## src/sfrb_cfg.svh

```systemverilog
// Purpose: Offsets, field positions, reset values for the special-function bank
// Assumes: Byte-wide registers on a plain address/strobe port
// Notes: Included by the package, the bank and the core model
`ifndef SFRB_CFG_SVH
`define SFRB_CFG_SVH
`define SFRB_ADDR_W 4
`define SFRB_OFS_IE1 4'h0
`define SFRB_OFS_IE2 4'h1
`define SFRB_OFS_IRQ_FLAG_ONE 4'h2
`define SFRB_OFS_IRQ_FLAG_TWO 4'h3
`define SFRB_OFS_ME1 4'h4
`define SFRB_OFS_STAT 4'h8
`define SFRB_OFS_MASK 4'h9
`define SFRB_BIT_TX 7
`define SFRB_BIT_RX 6
`define SFRB_BIT_ACCV 5
`define SFRB_BIT_NMI 4
`define SFRB_BIT_OF 1
`define SFRB_BIT_WD 0
`define SFRB_BIT_PT 7
`define SFRB_IE1_IMPL 8'hf3
`define SFRB_IE2_IMPL 8'h80
`define SFRB_IRQ_FLAG_ONE_IMPL 8'hd3
`define SFRB_IRQ_FLAG_TWO_IMPL 8'h80
`define SFRB_ME1_IMPL 8'hc0
`define SFRB_IRQ_FLAG_ONE_RST 8'h82
`define SFRB_NSRC 7
`endif

```

## src/sfrb_pkg.sv

```systemverilog
// Purpose: Types for the special-function bank
// Assumes: sfrb_cfg.svh supplies the numbers
// Notes: State struct holds every flip-flop of the bank
`include "sfrb_cfg.svh"
package sfrb_pkg;
  typedef logic [7:0] sfrb_byte_t;
  typedef logic [`SFRB_NSRC-1:0] sfrb_src_t;
  typedef struct packed {
    sfrb_byte_t ie1;      // Enable byte one
    sfrb_byte_t ie2;      // Enable byte two
    sfrb_byte_t irq_flag_one;     // Flag byte one
    sfrb_byte_t irq_flag_two;     // Flag byte two
    sfrb_byte_t me1;      // Module enable byte
    sfrb_src_t stat;      // Sticky request status
    sfrb_src_t mask;      // Status mask
    sfrb_byte_t rdata;    // Read data
    sfrb_src_t req;       // Request outputs
    logic irq;            // Summary interrupt
    logic nmi_s1;         // Pin sync stage one
    logic nmi_s2;         // Pin sync stage two
    logic nmi_s3;         // Edge history
  } sfrb_state_s;
endpackage : sfrb_pkg

```

## src/sfrb_bank.sv

```systemverilog
// Purpose: Special-function register bank: enables, flags, module enables
// Assumes: Single 100 MHz clock; reset_n_in is power-on, pwr_clr_in a synchronous clear
// Notes: Absent bits hold no storage and read zero
//
// Design decision made here: the plain strobed port.
`timescale 1ns/10ps
`include "sfrb_cfg.svh"
module sfrb_bank import sfrb_pkg::*; (
  input wire logic clk_in,                          // System clock
  input wire logic reset_n_in,                      // Power-on reset, async, active low
  input wire logic pwr_clr_in,                      // Power-up clear, synchronous
  input wire logic [`SFRB_ADDR_W-1:0] addr_in,      // Register address
  input wire logic [7:0] wdata_in,                  // Write data
  input wire logic wr_in,                           // Write strobe
  input wire logic rd_in,                           // Read strobe
  input wire logic nmi_pin_in,                      // Reset/nonmaskable pin, asynchronous
  input wire logic osc_fault_in,                    // Oscillator fault report
  input wire logic flash_violation_in,              // Flash violation pulse
  input wire logic wd_overflow_in,                  // Watchdog overflow pulse
  input wire logic wd_key_violation_in,             // Security key violation pulse
  input wire logic wd_interval_mode_in,             // Watchdog in interval timer mode
  input wire logic serial_tx_set_in,                // Serial transmit event
  input wire logic serial_rx_set_in,                // Serial receive event
  input wire logic periodic_timer_set_in,           // Periodic timer event
  output logic [7:0] rdata_out,                     // Read data, cycle after strobe
  output logic serial_async_tx_en_out,              // Module enable bit 7
  output logic serial_async_rx_en_out,              // Module enable bit 6 (shared)
  output logic [`SFRB_NSRC-1:0] req_out,            // Per-source requests
  output logic irq_out                              // Summary interrupt level
);

  sfrb_state_s q, d;        // Register set and next value
  sfrb_src_t req_c;         // Combined requests
  sfrb_byte_t wmask_c;      // Scratch write mask

  // Merge a write into implemented bits only
  function automatic sfrb_byte_t merge(input sfrb_byte_t old, input sfrb_byte_t wd, input sfrb_byte_t impl);
    merge = (old & ~impl) | (wd & impl);
  endfunction : merge

  // Address match for a write
  function automatic logic hit(input logic [`SFRB_ADDR_W-1:0] a, input logic [`SFRB_ADDR_W-1:0] o);
    hit = (a == o);
  endfunction : hit

  // Next-state logic
  always_comb begin
    d = q;
    wmask_c = 8'h00;
    // Pin synchroniser, stage one read only by stage two
    d.nmi_s1 = nmi_pin_in;
    d.nmi_s2 = q.nmi_s1;
    d.nmi_s3 = q.nmi_s2;
    // Software writes
    if (wr_in) begin
      if (hit(addr_in, `SFRB_OFS_IE1)) begin
        d.ie1 = merge(q.ie1, wdata_in, `SFRB_IE1_IMPL);
      end
      if (hit(addr_in, `SFRB_OFS_IE2)) begin
        d.ie2 = merge(q.ie2, wdata_in, `SFRB_IE2_IMPL);
      end
      if (hit(addr_in, `SFRB_OFS_IRQ_FLAG_ONE)) begin
        d.irq_flag_one = merge(q.irq_flag_one, wdata_in, `SFRB_IRQ_FLAG_ONE_IMPL);
      end
      if (hit(addr_in, `SFRB_OFS_IRQ_FLAG_TWO)) begin
        d.irq_flag_two = merge(q.irq_flag_two, wdata_in, `SFRB_IRQ_FLAG_TWO_IMPL);
      end
      if (hit(addr_in, `SFRB_OFS_ME1)) begin
        d.me1 = merge(q.me1, wdata_in, `SFRB_ME1_IMPL);
      end
      // Write one to clear status
      if (hit(addr_in, `SFRB_OFS_STAT)) begin
        d.stat = q.stat & ~wdata_in[`SFRB_NSRC-1:0];
      end
      // Mask register
      if (hit(addr_in, `SFRB_OFS_MASK)) begin
        d.mask = wdata_in[`SFRB_NSRC-1:0];
      end
    end
    // Hardware sets win over software clears
    // Pin rising event sets flag
    if (q.nmi_s2 && !q.nmi_s3) begin
      d.irq_flag_one[`SFRB_BIT_NMI] = 1'b1;
    end
    if (osc_fault_in) begin
      d.irq_flag_one[`SFRB_BIT_OF] = 1'b1;
    end
    // Overflow or key violation sets flag
    if ((wd_overflow_in && !wd_interval_mode_in) || wd_key_violation_in) begin
      d.irq_flag_one[`SFRB_BIT_WD] = 1'b1;
    end
    // Interval timer expiry also raises the watchdog flag
    if (wd_overflow_in && wd_interval_mode_in) begin
      d.irq_flag_one[`SFRB_BIT_WD] = 1'b1;
    end
    // Serial events
    if (serial_tx_set_in) begin
      d.irq_flag_one[`SFRB_BIT_TX] = 1'b1;
    end
    if (serial_rx_set_in) begin
      d.irq_flag_one[`SFRB_BIT_RX] = 1'b1;
    end
    if (periodic_timer_set_in) begin
      d.irq_flag_two[`SFRB_BIT_PT] = 1'b1;
    end
    // Request terms from flags and enables
    req_c[0] = q.irq_flag_one[`SFRB_BIT_TX] & q.ie1[`SFRB_BIT_TX];
    req_c[1] = q.irq_flag_one[`SFRB_BIT_RX] & q.ie1[`SFRB_BIT_RX];
    // Flash violation masked only by its own enable
    req_c[2] = flash_violation_in & q.ie1[`SFRB_BIT_ACCV];
    req_c[3] = q.irq_flag_one[`SFRB_BIT_NMI] & q.ie1[`SFRB_BIT_NMI];
    req_c[4] = q.irq_flag_one[`SFRB_BIT_OF] & q.ie1[`SFRB_BIT_OF];
    // Watchdog enable only counts in interval mode
    req_c[5] = q.irq_flag_one[`SFRB_BIT_WD] & q.ie1[`SFRB_BIT_WD] & wd_interval_mode_in;
    req_c[6] = q.irq_flag_two[`SFRB_BIT_PT] & q.ie2[`SFRB_BIT_PT];
    d.req = req_c;
    // Sticky status, set wins over clear
    d.stat = d.stat | req_c;
    d.irq = |(d.stat & q.mask);
    d.rdata = 8'h00;
    if (rd_in) begin
      unique case (addr_in)
        `SFRB_OFS_IE1: d.rdata = q.ie1 & `SFRB_IE1_IMPL;
        `SFRB_OFS_IE2: d.rdata = q.ie2 & `SFRB_IE2_IMPL;
        `SFRB_OFS_IRQ_FLAG_ONE: d.rdata = q.irq_flag_one & `SFRB_IRQ_FLAG_ONE_IMPL;
        `SFRB_OFS_IRQ_FLAG_TWO: d.rdata = q.irq_flag_two & `SFRB_IRQ_FLAG_TWO_IMPL;
        `SFRB_OFS_ME1: d.rdata = q.me1 & `SFRB_ME1_IMPL;
        `SFRB_OFS_STAT: d.rdata = {1'b0, q.stat};
        `SFRB_OFS_MASK: d.rdata = {1'b0, q.mask};
        // Unmapped offsets 5 to 7 and 10 to 15 read zero
        default: d.rdata = 8'h00;
      endcase
    end
    if (pwr_clr_in) begin
      d.ie1 = 8'h00;
      d.ie2 = 8'h00;
      d.irq_flag_two = 8'h00;
      d.me1 = 8'h00;
      // Watchdog flag kept across power-up clear
      wmask_c = `SFRB_IRQ_FLAG_ONE_RST;
      d.irq_flag_one = (q.irq_flag_one & 8'h01) | wmask_c;
      d.stat = '0;
      d.req = '0;
      d.irq = 1'b0;
    end
    d.ie1 = d.ie1 & `SFRB_IE1_IMPL;
    d.ie2 = d.ie2 & `SFRB_IE2_IMPL;
    d.irq_flag_one = d.irq_flag_one & `SFRB_IRQ_FLAG_ONE_IMPL;
    d.irq_flag_two = d.irq_flag_two & `SFRB_IRQ_FLAG_TWO_IMPL;
    d.me1 = d.me1 & `SFRB_ME1_IMPL;
  end

  // State register; power-on reset clears watchdog flag too
  always_ff @(posedge clk_in or negedge reset_n_in) begin
    if (!reset_n_in) begin
      q <= '0;
      q.irq_flag_one <= `SFRB_IRQ_FLAG_ONE_RST;
    end else begin
      q <= d;
    end
  end

  // Outputs straight from flip-flops
  assign rdata_out = q.rdata;
  assign serial_async_tx_en_out = q.me1[`SFRB_BIT_TX];
  assign serial_async_rx_en_out = q.me1[`SFRB_BIT_RX];
  assign req_out = q.req;
  assign irq_out = q.irq;

  chk_wd_keep_clear: assert property (@(posedge clk_in) disable iff (!reset_n_in)
    (pwr_clr_in && !wd_overflow_in && !wd_key_violation_in && !(wr_in && addr_in == `SFRB_OFS_IRQ_FLAG_ONE))
    |=> q.irq_flag_one[`SFRB_BIT_WD] == $past(q.irq_flag_one[`SFRB_BIT_WD])) else $error("watchdog flag lost on clear");
  chk_clear_values: assert property (@(posedge clk_in) disable iff (!reset_n_in)
    pwr_clr_in |=> (q.ie1 == 8'h00 && q.me1 == 8'h00 && q.irq_flag_one[7] && q.irq_flag_one[1] && !q.irq_flag_one[4]))
    else $error("power-up clear values wrong");
  chk_absent_zero: assert property (@(posedge clk_in) disable iff (!reset_n_in)
    ((q.ie1 & ~`SFRB_IE1_IMPL) == 8'h00) && ((q.irq_flag_one & ~`SFRB_IRQ_FLAG_ONE_IMPL) == 8'h00)
    && (q.ie2[6:0] == 7'h00) && (q.me1[5:0] == 6'h00)) else $error("absent bit holds a one");
  chk_nmi_edge: assert property (@(posedge clk_in) disable iff (!reset_n_in)
    (q.nmi_s2 && !q.nmi_s3 && !pwr_clr_in) |=> q.irq_flag_one[`SFRB_BIT_NMI]) else $error("pin event not flagged");
  chk_osc_set: assert property (@(posedge clk_in) disable iff (!reset_n_in)
    (osc_fault_in && !pwr_clr_in) |=> q.irq_flag_one[`SFRB_BIT_OF]) else $error("oscillator flag not set");
  chk_wd_gate: assert property (@(posedge clk_in) disable iff (!reset_n_in)
    (!wd_interval_mode_in && !pwr_clr_in) |=> !req_out[5]) else $error("watchdog request in watchdog mode");
  // Transmit request follows flag and enable
  chk_tx_req: assert property (@(posedge clk_in) disable iff (!reset_n_in)
    !pwr_clr_in |=> req_out[0] == ($past(q.irq_flag_one[7]) && $past(q.ie1[7]))) else $error("transmit request wrong");
  chk_unmapped_rd: assert property (@(posedge clk_in) disable iff (!reset_n_in)
    (rd_in && addr_in == 4'h5) |=> rdata_out == 8'h00) else $error("unmapped read not zero");
  chk_me_write: assert property (@(posedge clk_in) disable iff (!reset_n_in)
    (wr_in && addr_in == `SFRB_OFS_ME1 && !pwr_clr_in) |=> serial_async_tx_en_out == $past(wdata_in[7]))
    else $error("module enable write lost");

endmodule : sfrb_bank

```

## config.mk

```make
export PLATFORM = sky130hd
export DESIGN_NAME = sfrb_bank
export DESIGN_NICKNAME = d
export VERILOG_FILES = /design/src/sfrb_pkg.sv /design/src/sfrb_bank.sv
export VERILOG_INCLUDE_DIRS = /design/src
export SDC_FILE = /design/constraint.sdc
export NUM_CORES = 1
export LEC_CHECK = 0
export ABC_AREA = 0
export BUFFER_PORTS_ARGS = -buffer_cell sky130_fd_sc_hd__buf_2
export CAP_MARGIN = 20
export CORE_MARGIN = 4
export CORE_UTILIZATION = 59
export CTS_CLUSTER_SIZE = 16
export DETAILED_ROUTE_END_ITERATION = 10
export PLACE_DENSITY = 0.91
export SYNTH_ARGS = -nofsm -noshare
export SYNTH_HDL_FRONTEND = slang
export SYNTH_SLANG_ARGS = --single-unit
```

## constraint.sdc

```tcl
create_clock -name clk_in -period 3.7 [get_ports clk_in]
set_input_delay 1.11 -clock clk_in [delete_from_list [all_inputs] [get_ports clk_in]]
set_output_delay 1.11 -clock clk_in [all_outputs]
set_load 0.01 [all_outputs]
```

==> results of run 1 <==
flip-flops by register name, indices dropped and copies added (netlist names):
name	flops
q	28
d	2
irq_out	1
req_out	7
rdata_out	8
serial_async_tx_en_out	1
serial_async_rx_en_out	1
logic make-up after synthesis:
kind of cell / after synthesis / share of synthesized area (%)
AND/OR/NAND/NOR: 74 / 16.6
flip-flops: 48 / 52.0
AO/OA/AOI/OAI: 43 / 13.1
buffers and inverters: 30 / 8.54
multiplexers: 20 / 9.79
cells in the final DEF, fill, tap and decap left out, drive strengths merged, types with 3 or more instances in the layout:
cell | synthesis | layout
a21oi | 19 | 19
a22oi | 6 | 6
a41oi | 7 | 7
and2 | 7 | 7
and3 | 3 | 3
buf | 23 | 46
clkbuf | 3 | 7
dfrtp | 46 | 46
inv | 4 | 4
mux2 | 11 | 11
mux2i | 8 | 8
nand2 | 25 | 25
nand3 | 7 | 7
nor2 | 19 | 19
nor3 | 3 | 3
per-stage QoR:
stage               utilization [%]  hold WS, ns  instance area [um^2]  std cells
finish                         68.2        0.353                  2530        291
global route                   68.2        0.363                  2530        291
CTS                            67.7        0.355                  2510        290
detailed placement             65.2        0.336                  2420        282
global placement               65.2        0.333                  2420        282
floorplan                         -        0.331                  2310        215
report_power, final:
group | switching (W) | internal, W | leakage, nW
Clock | 0.000166 | 0.000152 | 0.0445
Sequential | 0.0000223 | 0.000550 | 0.635
Combinational | 0.0000593 | 0.0000458 | 0.501
Total | 0.000248 | 0.000747 | 1.18
worst register-to-register path: cells and delay by family (launching register included):
kind | cells | cell delay (ns)
compound gates | 1 | 0.15
flops | 1 | 0.43
mux | 1 | 0.49
simple gates | 2 | 0.21
area by class of cell:
| cell class | instances | area, um^2 |
|---|---|---|
| inverters | 4 | 15.0 |
| clock buffers | 7 | 86.3 |
| multi-input cells | 137 | 912 |
| flip-flops and latches | 48 | 1200 |
| repair buffers | 46 | 250 |
| well taps | 48 | 60.1 |
| fillers | 286 | 1180 |
| clock inverters | 1 | 7.51 |
metal layers:
metal  vias to the layer above  share of wire (%)
met5                         -                  0
met4                         0                2.8
met3                        15                7.4
met2                        91                 47
met1                       873                 42
li1                        799                  -
worst paths after layout:
check	start	depth (start not counted)	endpoint	slack, ns
min	d[1]$_DFF_PN0_	0	d[0]$_DFF_PN0_	0.35
min in group asynchronous	reset_n_in	1	req_out[0]$_DFF_PN0_	0.64
max in group asynchronous	reset_n_in	2	q[50]$_DFFE_PN1P_	2.55
max reg2reg	q[48]$_DFFE_PN0P_	4	rdata_out[7]$_DFF_PN0_	2.30
min reg2reg	d[1]$_DFF_PN0_	0	d[0]$_DFF_PN0_	0.35
max	addr_in[1]	6	irq_out$_DFF_PN0_	1.29
Yosys cell counts (all sizes together), types with 2 or more instances:
cell type  count  share of area (%)
a21oi         19                4.1
a222oi         2               0.87
a22oi          6                1.9
a31oi          2               0.54
a41oi          7                3.5
and2           7                1.9
and3           3               0.81
buf           23                7.4
clkbuf         3               0.49
dfrtp         46                 50
dfstp          2                2.3
inv            4               0.65
mux2          11                5.4
mux2i          8                3.5
nand2         25                4.2
nand2b         2               0.54
nand3          7                1.5
nor2          19                3.1
nor3           3               0.65
nor4bb         2               0.87
o21ai          2               0.43
==> results_dict.tcl, run 1 <==
set metrics [dict create \
    max-slew-margin-rel_pct 61.7 \
    grt_antenna_before_repair 0 \
    netlist_instances 215 \
    yosysWarnings 0 \
    drtIter0Drc 213 \
    cts.clk_slew.worst_paths_ns 0.08 \
    grt_pass1_wl_um 8390 \
    gp_congestion 0.925 \
    tightest_slew_ns 0.573 \
    worst_setup_path_end_kind "flip-flop" \
    power_w 0.000995 \
    synth_edf_count 0 \
    hold_class "flip-flop to flip-flop" \
    cap_violations 0 \
    wire_per_inst_um 17.4 \
    drv_slew 0 \
    setup_tns_ns 0 \
    hold_viol_final 0 \
    root_buffer "clkbuf_8" \
    port_buffers 43 \
    status "finished clean" \
    start_util_pct 62.3 \
    synthToLayoutAreaGrowth_pct 9.57 \
    viasPerCell 6.11 \
    clk_latency_ns 0.30 \
    powerDensity_nw_per_um2 393 \
    preCtsSetupSlack_ns 1.01 \
    synth_seq_cells 48 \
    ir_drop_uv 309 \
    drive_gt1_share_pct 29.2 \
    p_leak_nw 1.18 \
    clock_path_buffers 2 \
    setup_viol 0 \
    grt_usage_pct 21.4 \
    syn_nets 241 \
    clock_skew_ns 0.00355 \
    drc 0 \
    cts_inserted_buffers 5 \
    grt_pass1_vias 1727 \
    ant_nets 0 \
    place_hpwl_um 3480 \
    crit_buf_inv 2 \
    dieWidth_um 70.6 \
    grt-busiest-layer "met2" \
    syn_area_per_cell_um2 10.8 \
    grt_use_met3_pct 5.26 \
    worstPathArrival_ns 2.57 \
    core-area_um2 3720 \
    met2_usage_pct 32.5 \
    drt_wl_total_um 5050 \
    cp_max_fo 16 \
    cts_tree "built" \
    vias 1778 \
    crit_family "compound AO/OA/AOI/OAI gates" \
    critPathLaunchType "input pin" \
    cpMostUsedCell "a41oi_1" \
    cts_hold_buf 0 \
    ioPinCount 44 \
    core.rowCount 22 \
    crit_chain "buf_2 -> nor4b_4 -> buf_4 -> a41oi_1 -> a22oi_1 -> a41oi_1" \
    cp.required_ns 3.86 \
    synth.distinct_cells 37 \
    critPathMaxStageDelay_ns 0.49 \
    h-tree-depth 2 \
    synthArstFlopShare_pct 100 \
    rsz0062_at_grt "false" \
    fin_crit_sh_pct 65.2 \
    ys_seq_area_share_pct 52.0 \
    final_nets 268 \
    synth_area_um2 2310 \
    setup_slack_ns 1.29 \
    cp_slowest_cell "nor4b_4" \
    overflow 0 \
    critPathKind "input pin to flip-flop" \
    antenna_cells 0 \
    grt_start_max_net_pins 49 \
    die_h_um 70.6 \
    cts_resized 0 \
    postCtsSetupBuffers 0 \
    use_met1_pct 28.8 \
    clkSinkCount 48 \
    ys.flop_type "dfrtp_1" \
    final.min_clock_period_ns 2.41 \
    first_pass_iters 5 \
    dieArea_um2 4990 \
    fmax_ghz 0.414 \
]
Power figures use the tool's default switching activity.
==> run 2: changes to the inputs <==
--- a/config.mk
+++ b/config.mk
@@ -6,14 +6,14 @@
 export SDC_FILE = /design/constraint.sdc
 export NUM_CORES = 1
 export LEC_CHECK = 0
-export ABC_AREA = 0
+export ABC_AREA = 1
 export BUFFER_PORTS_ARGS = -buffer_cell sky130_fd_sc_hd__buf_2
 export CAP_MARGIN = 20
 export CORE_MARGIN = 4
-export CORE_UTILIZATION = 59
+export CORE_UTILIZATION = 54
 export CTS_CLUSTER_SIZE = 16
 export DETAILED_ROUTE_END_ITERATION = 10
-export PLACE_DENSITY = 0.91
+export PLACE_DENSITY = 0.85
 export SYNTH_ARGS = -nofsm -noshare
 export SYNTH_HDL_FRONTEND = slang
 export SYNTH_SLANG_ARGS = --single-unit
==> constraint.sdc (replaced) <==
create_clock -name clk_in -period 2.5 [get_ports clk_in]
set_input_delay 0.75 -clock clk_in [delete_from_list [all_inputs] [get_ports clk_in]]
set_output_delay 0.75 -clock clk_in [all_outputs]
set_load 0.01 [all_outputs]
==> results_dict.tcl, run 2 <==
set metrics [dict create \
    status "finished clean" \
    critPathLaunchType "input pin" \
    start_util_pct 56.1 \
    syn_nets 288 \
    ff2ff_path_depth 6 \
    p_leak_nw 1.32 \
    fmax_ghz 0.591 \
    synth_area_leader_cell "dfrtp_1" \
    cts_inserted_buffers 5 \
    rr_endpoint "irq_out$_DFF_PN0_" \
    cts.clk_slew.worst_paths_ns 0.08 \
    cpMostUsedCell "nand3_1" \
    cts_tree "built" \
    synthToLayoutAreaGrowth_pct 9.80 \
    port_buffers 43 \
    syn_area_per_cell_um2 8.63 \
    cp_max_fo 7 \
    first_pass_iters 4 \
    ys_top_cells_by_count "75 x nand2_1, 46 x dfrtp_1, 25 x inv_1" \
    gp_congestion 0.826 \
    timing.rr.start "q[50]$_DFFE_PN1P_" \
    rsz0062_at_grt "false" \
    clock_path_buffers 2 \
    netlist_instances 262 \
    ys.flop_type "dfrtp_1" \
    final_nets 318 \
    drive_gt1_share_pct 21.2 \
    critPathMaxStageDelay_ns 0.23 \
    setup_slack_ns 0.809 \
    grt_pass1_vias 1702 \
    dieArea_um2 5290 \
    cts_hold_buf 0 \
    synth.top_cell.area_share_pct 50.9 \
    root_buffer "clkbuf_8" \
    viasPerCell 5.15 \
    ys_seq_area_share_pct 53.2 \
    drt_wl_total_um 4560 \
    tightest_slew_ns 0.559 \
    ioPinCount 44 \
    h-tree-depth 2 \
    drc 0 \
    critPathKind "input pin to flip-flop" \
    place_hpwl_um 3510 \
    hold_path_end "d[0]$_DFF_PN0_" \
    hold_viol_final 0 \
    r2r_slack_ns 1.37 \
    wire_per_inst_um 13.3 \
    ir_drop_uv 315 \
    grt_start_max_net_pins 26 \
    postCtsSetupBuffers 0 \
    ant_nets 0 \
    yosysMostFrequentCell "nand2_1" \
    synthArstFlopShare_pct 100 \
    cp.required_ns 2.73 \
    cts_resized 0 \
    crit_buf_inv 2 \
    preCtsSetupSlack_ns 0.525 \
    fillers 363 \
    synth.area.top_cells "dfrtp_1 51%, nand2_1 12%, buf_4 6.0%, nand3_1 4.6%, o21ai_0 4.2%" \
    grt_antenna_before_repair 0 \
    die_h_um 72.7 \
    crit_family "simple AND/OR/NAND/NOR gates" \
    max-slew-margin-rel_pct 62.8 \
    final_util_pct 61.6 \
    setup_tns_ns 0 \
    final_common_cell "nand2_1" \
    synth_seq_cells 48 \
    worstPathArrival_ns 1.92 \
    largest_reg_flops 28 \
    layout.cells.most_common_list "75 x nand2_1, 46 x dfrtp_1, 43 x buf_2, 25 x inv_1, 21 x nand3_1" \
    drtIter0Drc 161 \
    hold_class "flip-flop to flip-flop" \
    grt_usage_pct 19.0 \
    clk_latency_ns 0.30 \
    vias 1761 \
    cp_slowest_cell "nor2_1" \
    final.min_clock_period_ns 1.69 \
    worstHoldStart "d[1]$_DFF_PN0_" \
    core.rowCount 23 \
    setup_viol 0 \
    dieWidth_um 72.7 \
    drv_slew 0 \
    top_register "q" \
    hold_path_depth 0 \
    clkSinkCount 48 \
    clock_skew_ns 0.00642 \
    antenna_cells 0 \
    fin_crit_sh_pct 67.7 \
    worst_setup_path_end_kind "flip-flop" \
    yosysWarnings 0 \
    powerDensity_nw_per_um2 577 \
    synth_area_um2 2260 \
    synth_edf_count 0 \
    power_w 0.00143 \
    grt_pass1_wl_um 7700 \
    crit_chain "buf_2 -> nor2_1 -> nand3_1 -> inv_1 -> nand3_1 -> o22ai_1 -> nand2_1" \
    synth.distinct_cells 27 \
    core-area_um2 4030 \
    cap_violations 0 \
    overflow 0 \
]
==> run 2: changes by cell type after synthesis, moves of 5 or more <==
cell	before	now
o21ai_0	2	19
mux2i_1	8	0
and2_1	7	0
nand2_1	24	75
nand3_1	7	21
a22oi_1	6	1
mux2_2	11	1
inv_1	4	25
a21oi_1	19	11
buf_2	5	0
==> run 2: how the worst max path moves through the flow <==
stage	from	endpoint	slack, ns	depth (start not counted)
after floorplan	addr_in[3]	q[21]$_DFFE_PN0P_	0.82	7
after detailed placement	addr_in[2]	q[56]$_DFFE_PN1P_	0.52	7
after CTS	addr_in[2]	q[56]$_DFFE_PN1P_	0.83	7
after global routing	addr_in[2]	q[49]$_DFFE_PN0P_	0.69	7
final	addr_in[2]	q[56]$_DFFE_PN1P_	0.81	7
after global placement	addr_in[2]	q[56]$_DFFE_PN1P_	0.52	7
==> run 2: per-stage QoR <==
stage,std cells,instance area (um^2),hold slack (ns)
2_1_floorplan,262,2260,0.331
3_3_place_gp,335,2400,0.337
3_5_place_dp,335,2400,0.339
4_1_cts,342,2480,0.360
5_1_grt,342,2480,0.372
6_report,342,2480,0.357
==> run 2: cells by family (layout without fill, tap and decap cells) <==
group | count (synthesis) | in the layout | synth area share, %
muxes | 3 | 3 | 1.83
and+or+nand+nor | 119 | 119 | 22.4
DFF | 48 | 48 | 53.2
AOI/OAI and AO/OA | 44 | 44 | 11.2
buffers and inverters | 48 | 78 | 11.3
==> run 2: cell type report <==
| cell class | count | area (um^2) | share of cell area [%] |
|---|---|---|---|
| inverter | 27 | 103 | 4.13 |
| tap | 50 | 62.6 | 2.52 |
| multi-input combinational | 166 | 801 | 32.3 |
| sequential | 48 | 1200 | 48.5 |
| timing repair buffer | 44 | 235 | 9.48 |
| clock buffer | 6 | 72.6 | 2.92 |
| clock inverter | 1 | 5.00 | 0.202 |
==> run 2: routing by layer <==
| metal | vias up | part of all wire (%) | global-route usage (%) |
|---|---|---|---|
| li1 | 891 | - | - |
| met1 | 777 | 43 | 26.3 |
| met2 | 84 | 45 | 29.4 |
| met3 | 9 | 9.4 | 4.27 |
| met4 | 0 | 2.3 | 7.38 |
| met5 | - | 0 | 0 |
==> run 2: where the power goes <==
group / leakage, nW / internal, W / switching [W]
Sequential: 0.634 / 0.000817 / 0.0000337
Combinational: 0.649 / 0.0000595 / 0.0000940
Clock: 0.0410 / 0.000190 / 0.000237
==> run 3: changes to the inputs <==
--- a/config.mk
+++ b/config.mk
@@ -10,10 +10,10 @@
 export BUFFER_PORTS_ARGS = -buffer_cell sky130_fd_sc_hd__buf_2
 export CAP_MARGIN = 20
 export CORE_MARGIN = 4
-export CORE_UTILIZATION = 54
+export CORE_UTILIZATION = 49
 export CTS_CLUSTER_SIZE = 16
 export DETAILED_ROUTE_END_ITERATION = 10
-export PLACE_DENSITY = 0.85
+export PLACE_DENSITY = 0.82
 export SYNTH_ARGS = -nofsm -noshare
 export SYNTH_HDL_FRONTEND = slang
 export SYNTH_SLANG_ARGS = --single-unit
==> constraint.sdc (replaced) <==
create_clock -name clk_in -period 1.4 [get_ports clk_in]
set_input_delay 0.42 -clock clk_in [delete_from_list [all_inputs] [get_ports clk_in]]
set_output_delay 0.42 -clock clk_in [all_outputs]
set_load 0.01 [all_outputs]
==> results_dict.tcl, run 3 (synthesized netlist as in run 2, its figures left out) <==
set metrics [dict create \
    crit_buf_inv 1 \
    clk_latency_ns 0.30 \
    drc 0 \
    first_pass_iters 5 \
    critPathMaxStageDelay_ns 0.41 \
    top_register "q" \
    multi_input_area_um2 801 \
    root_buffer "clkbuf_8" \
    worst_setup_path_end_kind "primary output" \
    grt_pass1_wl_um 8910 \
    final_nets 342 \
    drt_wl_total_um 5190 \
    hold_ws_ns 0.0291 \
    setup_viol 0 \
    final.min_clock_period_ns 1.28 \
    critPathLaunchType "flip-flop" \
    grt_antenna_before_repair 0 \
    power_w 0.00293 \
    grt-busiest-layer "met2" \
    preCtsSetupSlack_ns -0.206 \
    regArea_um2 1200 \
    vias 1892 \
    core-area_um2 4410 \
    start_util_pct 51.2 \
    worstPathArrival_ns 0.86 \
    dieWidth_um 75.9 \
    clkSinkCount 48 \
    finalNonFillerCells 369 \
    hold_class "input pin to async pin" \
    met2_usage_pct 30.4 \
    cp_max_fo 3 \
    setup_slack_ns 0.116 \
    viasPerCell 5.13 \
    grt_usage_pct 19.0 \
    antenna_cells 0 \
    die_h_um 75.9 \
    grt_pass1_vias 1893 \
    status "finished clean" \
    drive_gt1_share_pct 28.1 \
    critPathKind "flip-flop to primary output" \
    fin_crit_sh_pct 91.7 \
    cts_inserted_buffers 5 \
    p_leak_nw 1.48 \
    rsz0062_at_grt "false" \
    cp.required_ns 0.98 \
    drv_slew 0 \
    ant_nets 0 \
    core.rowCount 24 \
    cp_slowest_cell "dfrtp_1" \
    place_hpwl_um 4050 \
    crit_family "flip-flops" \
    gp_congestion 0.936 \
    ir_drop_uv 456 \
    overflow 0 \
    hold_viol_final 0 \
    crit_chain "buf_2" \
    ioPinCount 44 \
    synthToLayoutAreaGrowth_pct 22.2 \
    cts_hold_buf 0 \
    layout.cells.most_common_list "75 x nand2_1, 46 x dfrtp_1, 43 x buf_2, 24 x inv_1, 21 x nand3_1" \
    fmax_ghz 0.779 \
    dp.cells 361 \
    final_util_pct 62.6 \
    final_common_cell "nand2_1" \
    cts_tree "built" \
    use_met1_pct 25.6 \
    powerDensity_nw_per_um2 1060 \
    cts.clk_slew.worst_paths_ns 0.09 \
    clock_skew_ns 0.0113 \
    port_buffers 43 \
    max-slew-margin-rel_pct 73.9 \
    cap_violations 0 \
    h-tree-depth 2 \
    grt_use_met3_pct 4.03 \
    grt_start_max_net_pins 19 \
    clock_path_buffers 2 \
    wire_per_inst_um 14.1 \
    drtIter0Drc 159 \
    fillers 360 \
    dieArea_um2 5760 \
    largest_reg_flops 28 \
    tightest_slew_ns 0.391 \
]
run 3: worst reg2reg max path: stages (launching register included):
cell and delay, ns:
dfrtp_1 0.39, nand2_1 0.13, a21boi_1 0.23, nor2_1 0.09, nor2_1 0.10, a21oi_1 0.07
run 3: timing repair:
| item | in CTS | in global routing |
|---|---|---|
| buffers inserted | 0 | 0 |
| endpoints found under the hold margin | 0 | 0 |
| setup endpoints to repair | 0 | 1 |
| gates resized for setup | 0 | 1 |
run 3: metrics by stage:
step | setup TNS [ns] | cell area (um^2)
global route | 0 | 2760
finish | 0 | 2760
floorplan | 0 | 2260
CTS | 0 | 2760
global placement | -1.98 | 2640
detailed placement | -2.44 | 2640
run 3: worst paths after layout:
kind	to	slack, ns	cells after the start	from
worst min register to register	d[0]$_DFF_PN0_	0.36	0	d[1]$_DFF_PN0_
worst max register to register	irq_out$_DFF_PN0_	0.28	5	q[48]$_DFFE_PN0P_
min in group clk_in	d[1]$_DFF_PN0_	0.23	1	nmi_pin_in
worst max-delay path	serial_async_rx_en_out	0.12	1	serial_async_rx_en_out$_DFFE_PN0P_
max in group asynchronous	rdata_out[1]$_DFF_PN0_	0.94	2	reset_n_in
worst min-delay path	q[49]$_DFFE_PN0P_	0.03	1	reset_n_in
run 3: area by class of cell:
type,count,area share [%]
well taps,52,2.35
repair buffers,68,16.8
multi-input cells,166,29.0
clock inverters,1,1.09
inverters,27,3.71
clock buffers,7,3.49
flip-flops and latches,48,43.5
run 3: power by group:
part | internal (W) | switching [W] | total, W
logic | 0.000152 | 0.000186 | 0.000338
registers | 0.00146 | 0.0000578 | 0.00152
clock network | 0.000630 | 0.000445 | 0.00107
run 3: layer usage:
metal / vias up / share of wire (%)
met5: - / 0
met4: 0 / 1.5
met3: 6 / 7.1
met2: 72 / 48
met1: 878 / 43
li1: 936 / -
